`config.mk`:
```
export PLATFORM = sky130hd
export DESIGN_NAME = phy_basic_regs
export DESIGN_NICKNAME = d
export VERILOG_FILES = /design/src/hw/phy_regs_pkg.sv /design/src/hw/bit_sync.sv /design/src/hw/phy_port_ctrl.sv /design/src/hw/phy_basic_regs.sv
export SDC_FILE = /design/constraint.sdc
export NUM_CORES = 1
export LEC_CHECK = 0
export BUFFER_PORTS_ARGS = -buffer_cell sky130_fd_sc_hd__buf_4
export CAP_MARGIN = 20
export CORE_ASPECT_RATIO = 1.2
export CORE_MARGIN = 3
export CORE_UTILIZATION = 45
export DETAILED_ROUTE_END_ITERATION = 10
export GPL_TIMING_DRIVEN = 0
export MAX_ROUTING_LAYER = met4
export PLACE_DENSITY_LB_ADDON = 0.08
export SETUP_SLACK_MARGIN = 0.05
export SLEW_MARGIN = 20
export SYNTH_ARGS = -nofsm -noshare
export SYNTH_HDL_FRONTEND = slang
export SYNTH_SLANG_ARGS = --single-unit
```
`constraint.sdc`:
```
create_clock -name clock -period 3.58 [get_ports clock]
set_clock_uncertainty 0.05 [all_clocks]
set_input_delay 0.358 -clock clock [delete_from_list [all_inputs] [get_ports clock]]
set_output_delay 0.358 -clock clock [all_outputs]
set_load 0.02 [all_outputs]
```
`src/hw/phy_regs_pkg.sv`:
```
// shared constants for the per-port phy basic control and status registers
package phy_regs_pkg;

    // management frame fields
    localparam int PREAMBLE_ONES = 32;
    localparam int HDR_BITS = 14;
    localparam int DATA_BITS = 16;
    localparam logic [1:0] FRAME_START = 2'b01;
    localparam logic [1:0] OP_READ = 2'b10;
    localparam logic [1:0] OP_WRITE = 2'b01;

    // management register indices
    localparam logic [4:0] REG_BASIC_CONTROL = 5'h00;
    localparam logic [4:0] REG_BASIC_STATUS = 5'h01;

    // basic control field positions
    localparam int CTL_LOOPBACK = 14;
    localparam int CTL_FORCE_100 = 13;
    localparam int CTL_AUTONEG_ENABLE = 12;
    localparam int CTL_POWER_DOWN = 11;
    localparam int CTL_AUTONEG_RESTART = 9;
    localparam int CTL_FULL_DUPLEX = 8;
    localparam int CTL_ALT_XOVER = 5;
    localparam int CTL_FORCE_STRAIGHT = 4;
    localparam int CTL_XOVER_DISABLE = 3;
    localparam int CTL_FEF_DISABLE = 2;
    localparam int CTL_TX_DISABLE = 1;
    localparam int CTL_LED_DISABLE = 0;

    // basic control reset value and writable bits
    localparam logic [15:0] CTL_RESET = 16'h1020;
    localparam logic [15:0] CTL_WMASK_FEF = 16'h7b3f;
    localparam logic [15:0] CTL_WMASK_NO_FEF = 16'h7b3b;
    localparam logic [15:0] CTL_RESTART_MASK = 16'h0200;

    // basic status: bits 14..12 capable, 15 not four-pair capable
    localparam logic [15:0] STATUS_VALUE = 16'h7000;

    // switch-side register addresses, index 0 = port one, 1 = port two
    localparam logic [7:0] SW_PHY_BASE_ADDR = 8'h0f;
    localparam logic [7:0] SW_AN_ADDR [2] = '{8'h1c, 8'h2c};
    localparam logic [7:0] SW_CTL_ADDR [2] = '{8'h1d, 8'h2d};
    localparam logic [7:0] SW_XOVER_ADDR [2] = '{8'h1f, 8'h2f};
    localparam int SW_PHY_BASE_LSB = 3;
    localparam logic [4:0] PHY_BASE_RESET = 5'h01;

    typedef enum logic [2:0] {S_IDLE, S_HDR, S_TA, S_DATA} frame_state_t;

endpackage

```
`src/hw/bit_sync.sv`:
```
// two-flop synchroniser for pins arriving from outside the clock domain
`timescale 1ns/1ps
`default_nettype none
module bit_sync #(
    parameter int W = 2
) (
    // clock and reset
    input wire logic clock,
    input wire logic rst_n,
    // pins in, synchronised levels out
    input wire logic [W-1:0] async_in,
    output logic [W-1:0] sync_out
);
    logic [W-1:0] meta_reg;

    always_ff @(posedge clock or negedge rst_n) begin
        if (!rst_n) begin
            meta_reg <= '0;
            sync_out <= '0;
        end else begin
            meta_reg <= async_in;
            sync_out <= meta_reg;
        end
    end
endmodule
`default_nettype wire

```
`src/hw/phy_port_ctrl.sv`:
```
// basic control register image of one phy port with management and switch write paths
`timescale 1ns/1ps
`default_nettype none
module phy_port_ctrl import phy_regs_pkg::*; #(
    parameter bit HAS_FEF = 1'b1
) (
    // clock and reset
    input wire logic clock,
    input wire logic rst_n,
    // management write
    input wire logic mii_wr,
    input wire logic [15:0] mii_wdata,
    // switch-side mirrored writes
    input wire logic sw_wr_an,
    input wire logic sw_wr_ctl,
    input wire logic sw_wr_xover,
    input wire logic [7:0] sw_wdata,
    // control image
    output logic [15:0] ctrl_reg
);
    localparam logic [15:0] WMASK = HAS_FEF ? CTL_WMASK_FEF : CTL_WMASK_NO_FEF;
    logic [15:0] ctrl_next;

    always_comb begin
        // restart is a one-cycle request; a new write in the same cycle still wins
        ctrl_next = ctrl_reg & ~CTL_RESTART_MASK;
        if (mii_wr) begin
            ctrl_next = (ctrl_next & ~WMASK) | (mii_wdata & WMASK);
        end
        if (sw_wr_an) begin
            ctrl_next[CTL_AUTONEG_ENABLE] = sw_wdata[7];
            ctrl_next[CTL_FORCE_100] = sw_wdata[6];
            ctrl_next[CTL_FULL_DUPLEX] = sw_wdata[5];
        end
        if (sw_wr_ctl) begin
            ctrl_next[CTL_LOOPBACK] = sw_wdata[0];
            ctrl_next[CTL_FORCE_STRAIGHT] = sw_wdata[1];
            ctrl_next[CTL_XOVER_DISABLE] = sw_wdata[2];
            ctrl_next[CTL_POWER_DOWN] = sw_wdata[3];
            ctrl_next[CTL_FEF_DISABLE] = HAS_FEF & sw_wdata[4];
            ctrl_next[CTL_AUTONEG_RESTART] = sw_wdata[5];
            ctrl_next[CTL_TX_DISABLE] = sw_wdata[6];
            ctrl_next[CTL_LED_DISABLE] = sw_wdata[7];
        end
        if (sw_wr_xover) begin
            ctrl_next[CTL_ALT_XOVER] = sw_wdata[7];
        end
    end

    always_ff @(posedge clock or negedge rst_n) begin
        if (!rst_n) begin
            ctrl_reg <= CTL_RESET;
        end else begin
            ctrl_reg <= ctrl_next;
        end
    end
endmodule
`default_nettype wire

```
`src/hw/phy_basic_regs.sv`:
```
// management slave and switch-side mirror for the two phy basic control/status registers
`timescale 1ns/1ps
`default_nettype none
// Summary of operation
// Ports answer at phy addresses base and base+1, base one at reset, moved by register 15.
// Port one loopback (switch register 29 bit 0) wraps port two's receive traffic back out.
// Port two loopback (switch register 45 bit 0) wraps port one's receive traffic back out.
// Control bit 13 picks 100 Mbps (1) or 10 Mbps (0), resets to 0, bit 6 of registers 28/44.
// Control bit 12 enables auto-negotiation, resets to 1, and is bit 7 of registers 28/44.
// Control bit 11 powers the phy down, resets to 0, and is bit 3 of registers 29/45.
// Writing 1 to control bit 9 restarts auto-negotiation; it is bit 5 of registers 29/45.
// Control bit 8 forces full (1) or half (0) duplex, resets to 0, bit 5 of registers 28/44.
// Control bit 5 picks the alternative crossover, resets to 1, bit 7 of registers 31/47.
// Control bit 4 transmits on the receive pair, resets to 0, bit 1 of registers 29/45.
// Control bit 3 disables crossover detection, resets to 0, bit 2 of registers 29/45.
// Control bit 2 disables far-end fault detection on port one only, as register 29 bit 4.
// Control bit 1 disables the transmitter, resets to 0, bit 6 of registers 29/45.
// Control bit 0 turns the LED indications off, resets to 0, bit 7 of registers 29/45.
// Status bit 15 always reads zero.
// Status bits 14, 13 and 12 always read one.
// Control bits 15, 10, 7 and 6 read 0 and ignore writes; mirrored bits change both views.
module phy_basic_regs import phy_regs_pkg::*; (
    // clock and reset
    input wire logic clock,
    input wire logic rst_n,
    // management serial pins
    input wire logic mdc,
    input wire logic mdio_in,
    output logic mdio_out,
    output logic mdio_oe_n,
    // switch register access
    input wire logic sw_wr_en,
    input wire logic [7:0] sw_addr,
    input wire logic [7:0] sw_wdata,
    output logic [7:0] sw_rd_data,
    // per-port controls, index 0 = port one
    output logic [1:0] far_end_loopback,
    output logic [1:0] force_100,
    output logic [1:0] autoneg_enable,
    output logic [1:0] power_down,
    output logic [1:0] autoneg_restart,
    output logic [1:0] full_duplex,
    output logic [1:0] alt_crossover_algorithm_sel,
    output logic [1:0] force_straight_wiring,
    output logic [1:0] crossover_detect_disable,
    output logic [1:0] tx_disable,
    output logic [1:0] led_disable,
    output logic far_end_fault_disable
);
    logic mdc_s;
    logic mdio_s;
    logic mdc_d_reg;
    logic mdc_rise;
    frame_state_t state_reg;
    logic [5:0] ones_cnt_reg;
    logic [4:0] bit_cnt_reg;
    logic [HDR_BITS-1:0] hdr_reg;
    logic [DATA_BITS-1:0] rd_shift_reg;
    logic [DATA_BITS-1:0] wr_shift_reg;
    logic is_read_reg;
    logic rd_hit_reg;
    logic port_sel_reg;
    logic [1:0] mii_wr_reg;
    logic [15:0] mii_wdata_reg;
    logic [4:0] phy_base_reg;
    logic [15:0] ctrl [2];
    logic [1:0] frame_ok;
    logic [4:0] phy_of_frame;
    logic [4:0] reg_of_frame;
    logic hit_p0;
    logic hit_p1;
    logic frame_hit;
    logic [15:0] sel_ctrl;

    // pins from the host are asynchronous to the core clock
    bit_sync #(
        .W(2)
    ) pin_sync (
        .clock(clock),
        .rst_n(rst_n),
        .async_in({mdc, mdio_in}),
        .sync_out({mdc_s, mdio_s})
    );

    always_ff @(posedge clock or negedge rst_n) begin
        if (!rst_n) begin
            mdc_d_reg <= 1'b0;
        end else begin
            mdc_d_reg <= mdc_s;
        end
    end

    assign mdc_rise = mdc_s & ~mdc_d_reg;

    // header decode: start, opcode, phy address, register index
    assign frame_ok = hdr_reg[13:12] == FRAME_START ? hdr_reg[11:10] : 2'b00;
    assign phy_of_frame = hdr_reg[9:5];
    assign reg_of_frame = hdr_reg[4:0];
    assign hit_p0 = phy_of_frame == phy_base_reg;
    assign hit_p1 = phy_of_frame == 5'(phy_base_reg + 5'h01);
    assign frame_hit = (frame_ok == OP_READ || frame_ok == OP_WRITE) && (hit_p0 || hit_p1);
    assign sel_ctrl = hit_p1 ? ctrl[1] : ctrl[0];

    // frame engine: every step happens on a sampled rising edge of mdc
    always_ff @(posedge clock or negedge rst_n) begin
        if (!rst_n) begin
            state_reg <= S_IDLE;
            ones_cnt_reg <= '0;
            bit_cnt_reg <= '0;
            hdr_reg <= '0;
            is_read_reg <= 1'b0;
            port_sel_reg <= 1'b0;
        end else if (mdc_rise) begin
            unique case (state_reg)
                S_IDLE: begin
                    if (mdio_s) begin
                        if (ones_cnt_reg != 6'(PREAMBLE_ONES)) begin
                            ones_cnt_reg <= ones_cnt_reg + 6'h01;
                        end
                    end else if (ones_cnt_reg == 6'(PREAMBLE_ONES)) begin
                        // this zero is the first start bit
                        hdr_reg <= '0;
                        bit_cnt_reg <= 5'h01;
                        state_reg <= S_HDR;
                    end else begin
                        ones_cnt_reg <= '0;
                    end
                end
                S_HDR: begin
                    hdr_reg <= {hdr_reg[HDR_BITS-2:0], mdio_s};
                    ones_cnt_reg <= '0;
                    if (bit_cnt_reg == 5'(HDR_BITS - 1)) begin
                        bit_cnt_reg <= '0;
                        state_reg <= S_TA;
                    end else begin
                        bit_cnt_reg <= bit_cnt_reg + 5'h01;
                    end
                end
                S_TA: begin
                    if (bit_cnt_reg == '0) begin
                        is_read_reg <= frame_ok == OP_READ;
                        port_sel_reg <= hit_p1 & ~hit_p0;
                        bit_cnt_reg <= 5'h01;
                    end else begin
                        bit_cnt_reg <= '0;
                        state_reg <= S_DATA;
                    end
                end
                S_DATA: begin
                    if (bit_cnt_reg == 5'(DATA_BITS - 1)) begin
                        bit_cnt_reg <= '0;
                        state_reg <= S_IDLE;
                    end else begin
                        bit_cnt_reg <= bit_cnt_reg + 5'h01;
                    end
                end
                default: begin
                    state_reg <= S_IDLE;
                end
            endcase
        end
    end

    // read path: drive zero in the second turnaround bit, then sixteen bits msb first
    always_ff @(posedge clock or negedge rst_n) begin
        if (!rst_n) begin
            rd_shift_reg <= '0;
            rd_hit_reg <= 1'b0;
            mdio_out <= 1'b1;
            mdio_oe_n <= 1'b1;
        end else if (mdc_rise) begin
            if (state_reg == S_TA && bit_cnt_reg == '0) begin
                rd_hit_reg <= frame_hit && frame_ok == OP_READ;
                if (frame_hit && frame_ok == OP_READ) begin
                    mdio_out <= 1'b0;
                    mdio_oe_n <= 1'b0;
                    if (reg_of_frame == REG_BASIC_CONTROL) begin
                        rd_shift_reg <= sel_ctrl;
                    end else if (reg_of_frame == REG_BASIC_STATUS) begin
                        rd_shift_reg <= STATUS_VALUE; // see R15
                    end else begin
                        rd_shift_reg <= '0;
                    end
                end
            end else if (rd_hit_reg && (state_reg == S_TA || state_reg == S_DATA)) begin
                if (state_reg == S_DATA && bit_cnt_reg == 5'(DATA_BITS - 1)) begin
                    rd_hit_reg <= 1'b0;
                    mdio_out <= 1'b1;
                    mdio_oe_n <= 1'b1;
                end else begin
                    mdio_out <= rd_shift_reg[DATA_BITS-1];
                    rd_shift_reg <= {rd_shift_reg[DATA_BITS-2:0], 1'b0};
                end
            end
        end
    end

    // write path: collect sixteen bits and commit only to a hit basic control register
    always_ff @(posedge clock or negedge rst_n) begin
        if (!rst_n) begin
            wr_shift_reg <= '0;
            mii_wr_reg <= '0;
            mii_wdata_reg <= '0;
        end else begin
            mii_wr_reg <= '0;
            if (mdc_rise && state_reg == S_DATA && !is_read_reg) begin
                wr_shift_reg <= {wr_shift_reg[DATA_BITS-2:0], mdio_s};
                if (bit_cnt_reg == 5'(DATA_BITS - 1) && frame_hit
                        && reg_of_frame == REG_BASIC_CONTROL) begin
                    mii_wdata_reg <= {wr_shift_reg[DATA_BITS-2:0], mdio_s};
                    mii_wr_reg[port_sel_reg] <= 1'b1;
                end
            end
        end
    end

    // phy address base; port two answers one above port one
    always_ff @(posedge clock or negedge rst_n) begin
        if (!rst_n) begin
            phy_base_reg <= PHY_BASE_RESET;
        end else if (sw_wr_en && sw_addr == SW_PHY_BASE_ADDR) begin
            phy_base_reg <= sw_wdata[7:SW_PHY_BASE_LSB];
        end
    end

    for (genvar p = 0; p < 2; p++) begin : g_port
        phy_port_ctrl #(
            .HAS_FEF(p == 0)
        ) port_ctrl (
            .clock(clock),
            .rst_n(rst_n),
            .mii_wr(mii_wr_reg[p]),
            .mii_wdata(mii_wdata_reg),
            .sw_wr_an(sw_wr_en && sw_addr == SW_AN_ADDR[p]),
            .sw_wr_ctl(sw_wr_en && sw_addr == SW_CTL_ADDR[p]),
            .sw_wr_xover(sw_wr_en && sw_addr == SW_XOVER_ADDR[p]),
            .sw_wdata(sw_wdata),
            .ctrl_reg(ctrl[p])
        );
        assign far_end_loopback[p] = ctrl[p][CTL_LOOPBACK]; // see R2
        assign force_100[p] = ctrl[p][CTL_FORCE_100];
        assign autoneg_enable[p] = ctrl[p][CTL_AUTONEG_ENABLE];
        assign power_down[p] = ctrl[p][CTL_POWER_DOWN];
        assign autoneg_restart[p] = ctrl[p][CTL_AUTONEG_RESTART];
        assign full_duplex[p] = ctrl[p][CTL_FULL_DUPLEX];
        assign alt_crossover_algorithm_sel[p] = ctrl[p][CTL_ALT_XOVER];
        assign force_straight_wiring[p] = ctrl[p][CTL_FORCE_STRAIGHT];
        assign crossover_detect_disable[p] = ctrl[p][CTL_XOVER_DISABLE];
        assign tx_disable[p] = ctrl[p][CTL_TX_DISABLE];
        assign led_disable[p] = ctrl[p][CTL_LED_DISABLE];
    end

    assign far_end_fault_disable = ctrl[0][CTL_FEF_DISABLE];

    // switch-side read shows the same state as the management register
    always_ff @(posedge clock or negedge rst_n) begin
        if (!rst_n) begin
            sw_rd_data <= '0;
        end else begin
            sw_rd_data <= '0;
            for (int p = 0; p < 2; p++) begin
                if (sw_addr == SW_AN_ADDR[p]) begin
                    sw_rd_data <= {ctrl[p][CTL_AUTONEG_ENABLE], ctrl[p][CTL_FORCE_100],
                                   ctrl[p][CTL_FULL_DUPLEX], 5'h00};
                end
                if (sw_addr == SW_CTL_ADDR[p]) begin
                    sw_rd_data <= {ctrl[p][CTL_LED_DISABLE], ctrl[p][CTL_TX_DISABLE],
                                   ctrl[p][CTL_AUTONEG_RESTART], ctrl[p][CTL_FEF_DISABLE],
                                   ctrl[p][CTL_POWER_DOWN], ctrl[p][CTL_XOVER_DISABLE],
                                   ctrl[p][CTL_FORCE_STRAIGHT], ctrl[p][CTL_LOOPBACK]};
                end
                if (sw_addr == SW_XOVER_ADDR[p]) begin
                    sw_rd_data <= {ctrl[p][CTL_ALT_XOVER], 7'h00};
                end
            end
            if (sw_addr == SW_PHY_BASE_ADDR) begin
                sw_rd_data <= {phy_base_reg, 3'h0};
            end
        end
    end

    wire read_start = mdc_rise && state_reg == S_TA && bit_cnt_reg == '0
        && frame_hit && frame_ok == OP_READ;
endmodule
`default_nettype wire

```
==> key figures, run 1 <==
Die
  • Ports: 54
  • Rows: 44
  • Die X-Extent: 108.1 µm
  • Die Area: 13,890 µm²
  • Core box area: 12,170 µm²
  • Starting Density: 46.26%
  • Die Span Y: 128.5 µm

Clock tree
  • Post-cts sizing count: 0
  • Hold_buf cts: 3
  • Worst-path clk slew: 0.06 ns
  • Num CTS Buffers: 17
  • H-tree levels: 4
  • # clock sinks: 117
  • Clk_lat worst skew: 0.41 ns
  • Post-CTS setup buffer count: 0
  • CTS root buf: clkbuf_16
  • Clk buf depth: 2
  • TritonCTS clock tree: yes

Global routing
  • GRT busiest layer: met2
  • Number of antenna violations at the first check in global routing: 0
  • Largest net degree at the start of global routing: 65
  • Total grt overflow: 0
  • First-pass GRT wire length: 22.25 mm
  • GR Layer Usage met3: 4.315%
  • GR Util All Layers: 21.56%
  • Met2 Use GR: 35.69%
  • Global-route met1 utilization: 26.36%
  • Number of global-route vias before repair: 4,222

Routing
  • Via count: 4,279
  • First DRT Iteration DRCs: 205
  • DR DRC count: 0
  • DR pass1 iterations: 5
  • Vias/cell: 5.430
  • Drt total wl: 13.56 mm
  • Antenna-violating nets left: 0
  • Routed length per placed instance: 17.21 µm

Cells and area
  • Layout area overhead: 22.32%
  • Antenna Cells: 0
  • Area of the multi-input gates: 2541 µm²
  • Flip-flop count of the largest register after layout: 23
  • Nets@finish: 649
  • Post-route insts no fill: 788
  • Fill cell count: 1,062
  • Layout cells sized above 1: 22.65%
  • FF+latch area: 2937 µm²

Critical path
  • Crit path DAT: 3.64 ns
  • R2r worst-path depth: 8
  • CP Class: flop to flop
  • RR Endpoint: rd_shift_reg[3]
  • Slowest cell on crit path: clkbuf_1
  • Worst setup SP type: flop
  • Critical-path cell list: ha_1, xnor2_1, nand3_2, nor3_4, clkbuf_1, mux2i_1, o22ai_1, mux2_2
  • CP endpoint kind: flop
  • Largest stage delay on the critical path: 0.67 ns
  • Worst-path maximum fanout: 10
  • Worst r2r src: phy_base_reg[0]
  • Worst Path Required: 3.83 ns
  • Reg2reg setup slack: 0.19 ns

Power and ir drop
  • Largest vdd supply drop: 0.2354 mV
  • Pwr dens: 480.1 nW/µm²
  • Leak pwr: 3.015 nW
  • Power Total: 3.305 mW

Flow run
  • Total of max-cap violations: 0

Logic synthesis
  • Ys Warns: 0
  • Synth area leaders: dfrtp_1 (49%), mux2_2 (6.4%), nand2_1 (5.5%)
  • Cell with the most instances after synthesis: dfrtp_1
  • Syn Area/Cell: 10.44 µm²
  • Flops & latches, synth: 117
  • EDFF count, synth: 0
  • Share of the yosys chip area belonging to registers: 52.18%
  • Yosys top cell area share: 48.91%
  • Syn nets: 574
  • Ys flop type: dfrtp_1
  • Area leader, netlist: dfrtp_1
  • Fraction of registers with async set/reset: 100.0%
  • Post-synth top cells: dfrtp_1 (110), nand2_1 (82), o21ai_0 (53), mux2_2 (32), nor2_1 (32)
  • Synth cell types: 52
  • Syn Inst Count: 539
  • Synth Cell Area: 5628 µm²

Timing
  • Slew @ Worst Pin: 1.153 ns
  • Fin. Hold Viols: 0
  • Slew HR: 22.42%
  • Tcrit/Tclk final: 94.61%
  • Minimum clock period: 3.387 ns
  • Max Slew Vio Count: 0
  • Maximum clock rate: 0.2953 GHz
  • WHS: 0.1477 ns
  • Final setup viols: 0
  • Unrepaired setup endpoints after global routing: no
  • TNS Setup: 0 ns

Run status
  • Status: complete, no violations

Placement
  • Hpwl dp: 9.762 mm
  • Placer Congestion: 0.8984
  • Port Buf Inserts: 52
  • Placed instance count: 753

Worst hold path
  • Hold Path Class: input port to flop
  • Worst Hold End: g_port[1].port_ctrl.ctrl_reg[13]
  • Hold_sp: sw_wdata[6]
  • WHS Path Cells: 3
-- placed cells by master (no fill, tap or decap), types with 3 or more instances in the layout --
cell / instances
a211oi_1: 4
a21oi_1: 30
a22o_1: 4
a31oi_1: 5
and2_1: 3
buf_4: 51
buf_6: 3
bufinv_16: 3
clkbuf_1: 16
clkbuf_16: 17
clkinv_2: 3
clkinvlp_4: 5
dfrtp_1: 110
dfstp_2: 7
dlygate4sd3_1: 3
ha_1: 14
inv_1: 16
inv_6: 3
mux2_2: 32
mux2_4: 8
mux2i_1: 29
nand2_1: 82
nand2b_1: 5
nand3_1: 14
nand3b_1: 3
nor2_1: 32
nor2b_1: 5
nor3_1: 8
nor3b_1: 4
o211ai_1: 3
o21ai_0: 53
o31ai_1: 8
or4_1: 3
xnor2_1: 3
xor2_1: 4
-- final cells by class --
cell class,count,area share [%]
sequential,117,42.66
multi-input combinational,386,36.91
timing repair buffer,56,6.561
clock buffer,17,6.180
tap,161,2.926
clock inverter,15,2.581
buffer,20,1.309
inverter,16,0.8724
-- critical path, delay by kind of cell, from the launching register on --
family / cells / cell delay, ns
multiplexers: 2 / 0.75
buffers and inverters: 1 / 0.67
AND/OR/NAND/NOR: 2 / 0.65
flip-flops: 1 / 0.59
adder cells (fa/ha/maj): 1 / 0.25
XOR/XNOR: 1 / 0.19
AO/OA/AOI/OAI: 1 / 0.11
-- worst max path at each step --
stage / end / startpoint
2_1_floorplan: mii_wdata_reg[11] / phy_base_reg[0]
3_3_place_gp: rd_shift_reg[3] / phy_base_reg[0]
3_5_place_dp: rd_shift_reg[3] / phy_base_reg[0]
4_1_cts: rd_shift_reg[3] / phy_base_reg[0]
5_1_grt: rd_shift_reg[3] / phy_base_reg[0]
6_report: rd_shift_reg[3] / phy_base_reg[0]
-- kinds of logic (layout without fill, tap and decap cells) --
group	count (synthesis)	count (layout)	share of synthesized area (%)
AO/OA/AOI/OAI	119	119	12.23
XOR/XNOR	7	7	1.089
adder cells (fa/ha/maj)	14	14	3.113
buffers and inverters	36	124	2.668
flip-flops	117	117	52.18
multiplexers	69	69	13.70
AND/OR/NAND/NOR	177	177	15.03
-- through the flow --
step / worst slack [ns] / area [µm²] / util, %
after floorplan: 0.8186 / 5628 / -
after global placement: 0.1796 / 6220 / 51.12
after detailed placement: 0.2163 / 6251 / 51.38
after CTS: 0.1961 / 6884 / 56.58
after global routing: 0.1374 / 6884 / 56.58
final: 0.1930 / 6884 / 56.58
-- per-layer routing --
layer | vias up | part of all wire, %
li1 | 2067 | -
met1 | 2120 | 43
met2 | 77 | 51
met3 | 15 | 4.2
met4 | 0 | 1.4
met5 | - | 0
-- power by group --
part | leakage, nW | switching (mW) | internal (mW) | total (mW)
sequential | 1.51 | 0.0326 | 1.35 | 1.38
clock | 0.282 | 0.635 | 1.10 | 1.73
combinational | 1.22 | 0.113 | 0.0771 | 0.190
total | 3.01 | 0.781 | 2.52 | 3.30
Power figures use the tool's default switching activity.
==> inputs of run 2 (changes only) <==
--- a/config.mk
+++ b/config.mk
@@ -9,7 +9,7 @@
 export CAP_MARGIN = 20
 export CORE_ASPECT_RATIO = 1.2
 export CORE_MARGIN = 3
-export CORE_UTILIZATION = 45
+export CORE_UTILIZATION = 50
 export DETAILED_ROUTE_END_ITERATION = 10
 export GPL_TIMING_DRIVEN = 0
 export MAX_ROUTING_LAYER = met4
==> run 2 against run 1 <==
  * Clock power about the same
  * Utilization up 7.1 points
  * First-iteration DRC count grew 12%
  * Critical path type unchanged
==> key figures, run 2 (synthesis gave the netlist of run 1 again) <==
Critical path
  • Crit path DAT: 3.60 ns
  • RR Endpoint: rd_shift_reg[3]
  • CP endpoint kind: flop
  • Worst-path maximum fanout: 10
  • Worst Path Required: 3.83 ns
  • Reg2reg setup slack: 0.23 ns
  • Worst setup SP type: flop
  • R2r worst-path depth: 8
  • Worst r2r src: phy_base_reg[0]
  • CP Class: flop to flop

Cells and area
  • Post-route insts no fill: 756
  • Layout cells sized above 1: 22.49%
  • Commonest non-fill, non-tap cell in the layout: dfrtp_1
  • Post-route cell area: 6860 µm²
  • Nets@finish: 649
  • Most frequent cells in the layout: dfrtp_1 (110), nand2_1 (82), o21ai_0 (53)
  • Layout area overhead: 21.90%
  • Util after Layout: 63.68%
  • Antenna Cells: 0
  • Flip-flop count of the largest register after layout: 23

Global routing
  • First-pass GRT wire length: 21.98 mm
  • Number of antenna violations at the first check in global routing: 0
  • Number of global-route vias before repair: 4,280
  • GR Util All Layers: 23.83%
  • Largest net degree at the start of global routing: 72
  • Total grt overflow: 0

Timing
  • Minimum clock period: 3.348 ns
  • Fin. Hold Viols: 0
  • Unrepaired setup endpoints after global routing: no
  • Slew @ Worst Pin: 0.9661 ns
  • Final setup viols: 0
  • Max Slew Vio Count: 0
  • TNS Setup: 0 ns
  • Tcrit/Tclk final: 93.51%
  • WHS: 0.1504 ns
  • Slew HR: 35.00%
  • Maximum clock rate: 0.2987 GHz
  • Post-route setup slack: 0.2325 ns

Clock tree
  • Clk buf depth: 2
  • Post-cts sizing count: 0
  • # clock sinks: 117
  • TritonCTS clock tree: yes
  • CTS root buf: clkbuf_16
  • H-tree levels: 4
  • Num CTS Buffers: 17
  • Clk_lat worst skew: 0.41 ns
  • Worst-path clk slew: 0.06 ns

Worst hold path
  • Hold Path Class: input port to flop
  • WHS Path Cells: 2
  • Hold_sp: sw_wdata[4]
  • Worst Hold End: phy_base_reg[1]

Power and ir drop
  • Pwr dens: 485.6 nW/µm²
  • Largest vdd supply drop: 0.3150 mV
  • Leak pwr: 3.028 nW
  • Power Total: 3.331 mW

Placement
  • Placer Congestion: 0.8916
  • Hpwl dp: 9.814 mm
  • Placed instance area: 6211 µm²
  • Port Buf Inserts: 52
  • Pre-CTS setup slack: 0.2217 ns
  • Placed instance count: 721

Routing
  • DR DRC count: 0
  • Via count: 4,366
  • DR pass1 iterations: 5
  • Routed length per placed instance: 18.12 µm
  • Vias/cell: 5.775
  • Drt total wl: 13.70 mm
  • Antenna-violating nets left: 0
  • First DRT Iteration DRCs: 229

Flow run
  • Total of max-cap violations: 0

Die
  • Die X-Extent: 102.9 µm
  • Core box area: 10,770 µm²
  • Starting Density: 52.24%
  • Die Area: 12,570 µm²
  • Ports: 54
  • Die Span Y: 122.2 µm
  • Rows: 41

Run status
  • Status: complete, no violations
==> run 2: cell types whose count changed in the layout (fill, tap and decap cells not counted) <==
cell / previous run / this run
clkinv_2: 3 / 2
clkinvlp_4: 5 / 3
clkbuf_1: 16 / 17
clkinv_4: 1 / 2
clkbuf_8: 0 / 3
inv_6: 3 / 1
==> run 2: cell type report <==
type	count	area, µm²
Sequential cell	117	2937
Inverter	16	60.06
Tap cell	129	161.4
Timing Repair Buffer	56	451.7
Buffer	20	90.09
Multi-Input combinational cell	386	2541
Clock buffer	21	470.5
Fill cell	863	3913
Clock inverter	11	148.9
==> run 2: per-layer routing <==
metal  share of wire, %  track usage [%]  up-vias
met3                4.7            5.287       28
met4                3.1            9.636        0
met5                  0                -        -
met1                 43            29.33     2148
met2                 50            38.13      130
li1                   -                -     2060
==> run 2: repair_timing <==
item	in CTS	in global routing
buffers inserted	0	0
hold buffers	3	0
hold endpoints to repair	46	0
==> run 2: worst max path at each step <==
stage	to	slack [ns]	cells past startpoint	from
finish	rd_shift_reg[3]	0.23	8	phy_base_reg[0]
floorplan	mii_wdata_reg[11]	0.82	9	phy_base_reg[0]
global route	rd_shift_reg[3]	0.12	8	phy_base_reg[0]
CTS	rd_shift_reg[3]	0.19	8	phy_base_reg[0]
detailed placement	rd_shift_reg[3]	0.22	8	phy_base_reg[0]
global placement	rd_shift_reg[3]	0.23	8	phy_base_reg[0]
==> run 2: where the power goes <==
| group | internal (mW) | switching, mW |
|---|---|---|
| Clock | 1.15 | 0.606 |
| Combinational | 0.0771 | 0.113 |
| Sequential | 1.35 | 0.0331 |
==> run 2: critical path, cell delays in order, from the launching register on <==
cell,delay [ns]
dfstp_2,0.58
ha_1,0.25
xnor2_1,0.18
nand3_2,0.13
nor3_4,0.54
clkbuf_1,0.63
mux2i_1,0.44
o22ai_1,0.12
mux2_2,0.29
